[config.mk]
export PLATFORM = sky130hd
export DESIGN_NAME = uisc_top
export DESIGN_NICKNAME = d
export VERILOG_FILES = /design/src/hw/uisc_pkg.sv /design/src/hw/uisc_top.sv
export VERILOG_INCLUDE_DIRS = /design/src /design/src/hw
export SDC_FILE = /design/constraint.sdc
export NUM_CORES = 1
export LEC_CHECK = 0
export BUFFER_PORTS_ARGS = -buffer_cell sky130_fd_sc_hd__clkbuf_2
export CAP_MARGIN = 10
export CORE_MARGIN = 2
export CORE_UTILIZATION = 36
export CTS_CLUSTER_SIZE = 14
export DETAILED_ROUTE_END_ITERATION = 7
export PLACE_DENSITY = 0.77
export SETUP_SLACK_MARGIN = 0.15
export SLEW_MARGIN = 25
export SYNTH_ARGS = -nofsm -noshare
export SYNTH_HDL_FRONTEND = slang
export SYNTH_SLANG_ARGS = --single-unit
[constraint.sdc]
create_clock -name core_clk_i -period 0.8 [get_ports core_clk_i]
set_input_delay 0.12 -clock core_clk_i [delete_from_list [all_inputs] [get_ports core_clk_i]]
set_output_delay 0.12 -clock core_clk_i [all_outputs]
set_load 0.01 [all_outputs]
[src/hw/uisc_map.svh]
`ifndef UISC_MAP_SVH
`define UISC_MAP_SVH

// register offsets on the internal register port
`define UISC_ISC_OFFSET 4'h0f
`define UISC_SFR_OFFSET 4'h07
`define UISC_LCR_OFFSET 4'h03
// access key for the special register bank
`define UISC_LCR_KEY 8'hbf
`define UISC_SFR_EN_BIT 2
// field positions of the status register
`define UISC_BIT_FLOW 7
`define UISC_BIT_XOFF 6
`define UISC_BIT_MODEM 5
`define UISC_BIT_THR 4
`define UISC_BIT_RXTO 3
`define UISC_BIT_RHR 2
`define UISC_BIT_LERR 1
`define UISC_BIT_CLR 0
`define UISC_ISC_RESET 8'h00
`define UISC_NUM_SRC 7

`endif

[src/hw/uisc_pkg.sv]
package uisc_pkg;
    // one bus access on the internal register port
    typedef struct packed {
        logic       wr;
        logic       rd;
        logic [3:0] addr;
        logic [7:0] wdata;
    } uisc_req_t;
    // interrupt source events, bit n-1 feeds status bit n
    typedef logic [6:0] uisc_src_t;
endpackage

[src/hw/uisc_top.sv]
`timescale 1ns/1ns
`include "uisc_map.svh"

module uisc_top (
    input wire logic core_clk_i,
    input wire logic rst_n_i,
    input wire uisc_pkg::uisc_req_t req_i,
    input wire logic [7:0] line_control_register_i,
    input wire logic [7:0] special_function_register_i,
    input wire uisc_pkg::uisc_src_t src_evt_i,
    output logic [7:0] rdata_o,
    output logic rvalid_o,
    output logic [6:0] pending_o
);

    // ========================================
    // constants
    // ========================================
    // reset image of the whole register, clear bit included
    localparam logic [7:0] ISC_RESET = `UISC_ISC_RESET;

    // ========================================
    // access decode
    // ========================================
    logic bank_open;
    logic hit;
    logic rd_hit;
    logic clr_wr;

    // gated decode
    // both keys must hold in the same cycle; either one alone keeps the
    // offset dark, so a stray access can never clear the flags
    assign bank_open = (line_control_register_i == `UISC_LCR_KEY) &&
                       special_function_register_i[`UISC_SFR_EN_BIT];
    assign hit = bank_open && (req_i.addr == `UISC_ISC_OFFSET);
    assign rd_hit = hit && req_i.rd;

    // clear-all strobe
    // the bit is never stored, so it is back at 0 the cycle after the write
    assign clr_wr = hit && req_i.wr && req_i.wdata[`UISC_BIT_CLR];

    // ========================================
    // status flags
    // ========================================
    logic [6:0] flags_q;

    // one sticky flag per source
    // a new event beats a clear in the same cycle, so an event that lands
    // in the same cycle as the host's clear is still reported later
    for (genvar gi = 0; gi < `UISC_NUM_SRC; gi++) begin : g_flag
        logic flag_q;
        always_ff @(posedge core_clk_i or negedge rst_n_i) begin
            if (!rst_n_i) begin
                flag_q <= ISC_RESET[gi + 1];
            end else if (src_evt_i[gi]) begin
                flag_q <= 1'b1;
            end else if (clr_wr) begin
                flag_q <= 1'b0;
            end
        end
        // one driver per bit of the flag vector
        assign flags_q[gi] = flag_q;
    end

    // ========================================
    // read path
    // ========================================
    logic [7:0] rdata_q;
    logic rvalid_q;

    // bit 0 always reads 0; data is zero outside a read, so a
    // stale byte is never mistaken for an answer
    always_ff @(posedge core_clk_i or negedge rst_n_i) begin
        if (!rst_n_i) begin
            rdata_q <= ISC_RESET;
        end else if (rd_hit) begin
            rdata_q <= {flags_q, 1'b0};
        end else begin
            rdata_q <= 8'h00;
        end
    end

    // read strobe, one cycle per accepted read
    always_ff @(posedge core_clk_i or negedge rst_n_i) begin
        if (!rst_n_i) begin
            rvalid_q <= 1'b0;
        end else begin
            rvalid_q <= rd_hit;
        end
    end

    // outputs come straight from the flops
    assign rdata_o = rdata_q;
    assign rvalid_o = rvalid_q;
    assign pending_o = flags_q;
endmodule

After elaboration in Yosys (flattened, before gate mapping):

Cells that the tools add are included.

* flip-flop bits (word level): 16
* bits in latches: 0
* RAM bits: 0
* memory bits (read-only): 0
* bits of input ports: 39
* output and inout bits: 16
* word-level logic and storage cells: 32
* memories: 0

* $add $sub $neg: 0
* multipliers: 0
* div/mod/pow operators: 0
* $lt $le $gt $ge: 0
* eq/ne operators: 2
* shifts and indexed selects: 0
* mux-type cells: 9
* bitwise logic cells: 0
* reduce and logical (&&, ||, !) cells: 12

Operator list (number)
* nonzero test 2 bit: 7
* equality test 8 bit, second input constant: 1
* two-way mux 1 bit: 8
* two-way mux 8 bit: 1
* logical AND 1 bit: 5
* equality test 4 bit, second input constant: 1

Longest topological paths before layout:

* depth after elaboration: 7
* gate-level depth with buffers: 3
* depth with buffers taken out: 3

Worst setup path after synthesis:

No wires, ideal clock.

* kind: input port to flip-flop
* from: in line_control_register_i[6]
* to: reg g_flag[0].flag_q
* library setup time: 132 ps
* data arrival time: 806 ps
* required time: 668 ps
* slack: -138 ps
* stages on the path: 3
* path buffers: 0
* cells stage by stage: nand4b_2 > nor4_4 > o21bai_1

* word-level cells in the longest chain between the ends: 6

RTL lines
* from (decl): RTL line uisc_top.sv:8 `input wire logic [7:0] line_control_register_i,`
* equality test 8 bit (no source line)
* logical AND 1 bit: RTL line uisc_top.sv:33 `` assign bank_open = (line_control_register_i == `UISC_LCR_KEY) && ``
* logical AND 1 bit: RTL line uisc_top.sv:35 `` assign hit = bank_open && (req_i.addr == `UISC_ISC_OFFSET); ``
* logical AND 1 bit (2 in a row): RTL line uisc_top.sv:40 `` assign clr_wr = hit && req_i.wr && req_i.wdata[`UISC_BIT_CLR]; ``
* nonzero test 2 bit (no source line)
* to (signal assigned): RTL line uisc_top.sv:54 `flag_q <= ISC_RESET[gi + 1];`
* to (decl): RTL line uisc_top.sv:51 `logic flag_q;`

Every way passes these cells.
A chain may end at the register's enable or synchronous reset.

Worst setup path in the final report:

* from: reg g_flag[2].flag_q
* to: out pending_o[2]

RTL lines
* from (decl): RTL line uisc_top.sv:51
* from (signal assigned): RTL line uisc_top.sv:54
* to (decl): RTL line uisc_top.sv:13 `output logic [6:0] pending_o`

No word-level cell between the ends.

==> flow_metrics.env <==
export IMPL_drc=0
export IMPL_cts_clk_slew_worst_paths_ps=90
export IMPL_initial_utilization_pct=38.0
export IMPL_final_fill_count=153
export IMPL_timing_final_ws_setup_ps=-142
export IMPL_worstPathCellList="clkbuf_2"
export IMPL_failed_checks="setup timing"
export IMPL_netlist_area_um2=657
export IMPL_critPathKind="flip-flop to primary output"
export IMPL_yosys_area_top_type="dfrtp_1"
export IMPL_dieArea_um2=2180
export IMPL_finalClockSkew_ps=4.76
export IMPL_min_period_ps=942
export IMPL_drive_gt1_share_pct=69.1
export IMPL_drt_iter0_drc=3
export IMPL_place_ws_ps=-216
export IMPL_die_h_um=46.7
export IMPL_synthTopCellsByCount="15 x dfrtp_1, 8 x buf_4, 7 x and2_1, 7 x inv_1, 7 x o21bai_1"
export IMPL_grt_pass1_wl_mm=2.10
export IMPL_numCtsBuffers=3
export IMPL_slowest_delay_ps=410
export IMPL_leakage_nw=0.589
export IMPL_synth_most_common_cell="dfrtp_1"
export IMPL_io_buffer_count=39
export IMPL_cp_start_kind="flip-flop"
export IMPL_powerDensity_nw_per_um2=1300
export IMPL_yosysWarnings=0
export IMPL_dr_pass1_iters=2
export IMPL_synth_seq_area_share_pct=57.1
export IMPL_synthCells=52
export IMPL_synth_cell_types=11
export IMPL_area_growth_synth_to_final_pct=52.4
export IMPL_wirelength_mm=1.36
export IMPL_fmax_mhz=1060
export IMPL_antenna_left=0
export IMPL_io_pins=55
export IMPL_status="complete, but fails checks"
export IMPL_cap_violations=0
export IMPL_synth_enable_flop_cells=0
export IMPL_tns_ps=-1630
export IMPL_grt_setup_unrepaired="yes"
export IMPL_path_buf_inv=1
export IMPL_cts_buffer_depth=2
export IMPL_utilization_pct=58.0
export IMPL_ys_seq_elements=15
export IMPL_min_period_over_period_pct=118
export IMPL_r2r_slack_ps=-50
export IMPL_final_area_um2=1000
export IMPL_grt_max_degree=16
export IMPL_end_kind="primary output"
export IMPL_cp_top_family="flip-flops"
export IMPL_nets=137
export IMPL_synthArstFlopShare_pct=100
export IMPL_cp_required_ps=680
export IMPL_yosys_top_cells_area="dfrtp_1 57%, buf_4 9.1%, o21bai_1 8.0%"
export IMPL_vias=527
export IMPL_report_final_slew_viol_count=0
export IMPL_dp_hpwl_um=997
export IMPL_avgViaCountPerCell=4.32
export IMPL_total_power_mw=1.30
export IMPL_cts_root_buf="clkbuf_4"
export IMPL_n_antenna_cell=0
export IMPL_core_area_um2=1730
export IMPL_synth_ff_type="dfrtp_1"
export IMPL_grt_overflow_total=0
export IMPL_htreeDepth=1
export IMPL_whs_ps=28.7
export IMPL_stdcell_count=122
export IMPL_hold_path_class="primary input to flip-flop"
export IMPL_gp_congestion=0.648
export IMPL_finalSetupViolations=17
export IMPL_syn_nets=91
export IMPL_antenna_found_initial=0
export IMPL_hold_violations=0
export IMPL_cp_data_arrival_time_ps=820
export IMPL_synth_area_per_cell_um2=12.6
export IMPL_row_count=15
export IMPL_placed_area_um2=852
export IMPL_vdd_drop_max_v=0.000560
export IMPL_cp_max_fo=2
export IMPL_placed_cells=110
export IMPL_grt_pass1_vias=533
export IMPL_yosys_area_top_type_share_pct=57.1
export IMPL_clock_latency_ps=280
export IMPL_grt_use_total_pct=14.0
export IMPL_cts_tree="built"
export IMPL_wl_per_cell_um=11.1
export IMPL_die_x_um=46.7
export IMPL_cts_sinks=15
export IMPL_cpMaxStageDelayCell="dfrtp_1"
==> cells in the final DEF (no fill, tap or decap) <==
cell type / count
dfrtp_1: 15
dlygate4sd3_1: 1
buf_6: 10
nand3_1: 1
nand4b_4: 1
clkbuf_4: 3
nand3_2: 1
buf_4: 3
and2_1: 2
o21bai_1: 7
inv_1: 1
nand4_1: 1
nor4_4: 2
and2_4: 5
clkbuf_1: 1
clkbuf_2: 35
nand4_4: 1
inv_2: 6
conb_1: 1
==> what timing repair did <==
| action | in CTS | in global routing |
|---|---|---|
| buffers inserted | 6 | 1 |
| hold endpoints to repair | 15 | 0 |
| endpoints found under the setup margin | 29 | 29 |
| hold buffers | 1 | 0 |
| pin swaps | 0 | 5 |
| resized for setup | 7 | 15 |
==> sequential cells by signal (all words and copies together), names as in the netlist <==
name	flops
g_flag.flag_q	7
rdata_o	7
rvalid_o	1
==> where the power goes <==
| group | internal [mW] | switching, mW |
|---|---|---|
| Combinational | 0.0712 | 0.0536 |
| Clock | 0.193 | 0.228 |
| Sequential | 0.757 | 0.0000219 |
==> final cells by class <==
type	instances	area, µm²	area share [%]
Timing Repair Buffer	49	320	32.0
Tap cell	25	31.3	3.13
Sequential cell	15	375	37.5
Multi-Input combinational cell	22	221	22.1
Clock buffer	4	26.3	2.63
Inverter	7	26.3	2.63
==> worst paths after layout <==
path | to | from | cells after the start
worst min-delay path | g_flag[4].flag_q | src_evt_i[4] | 2
min in group asynchronous | rdata_o[5] | rst_n_i | 2
worst max-delay path | pending_o[2] | g_flag[2].flag_q | 1
worst min register to register | rdata_o[1] | g_flag[0].flag_q | 1
worst max register to register | rdata_o[4] | g_flag[3].flag_q | 3
max in group asynchronous | rdata_o[2] | rst_n_i | 2
==> routing by layer <==
metal  part of all wire, %  GRT usage (%)
met4                  0.96           7.78
met5                     0              0
met2                    54           25.0
met3                   7.6           4.71
met1                    38           14.4
==> cell families after synthesis <==
group | synth area share [%]
flops | 57.1
buf+inv | 13.1
simple gates | 21.1
compound gates | 8.00
other cells | 0.571
(Power assumes the default switching activity.)
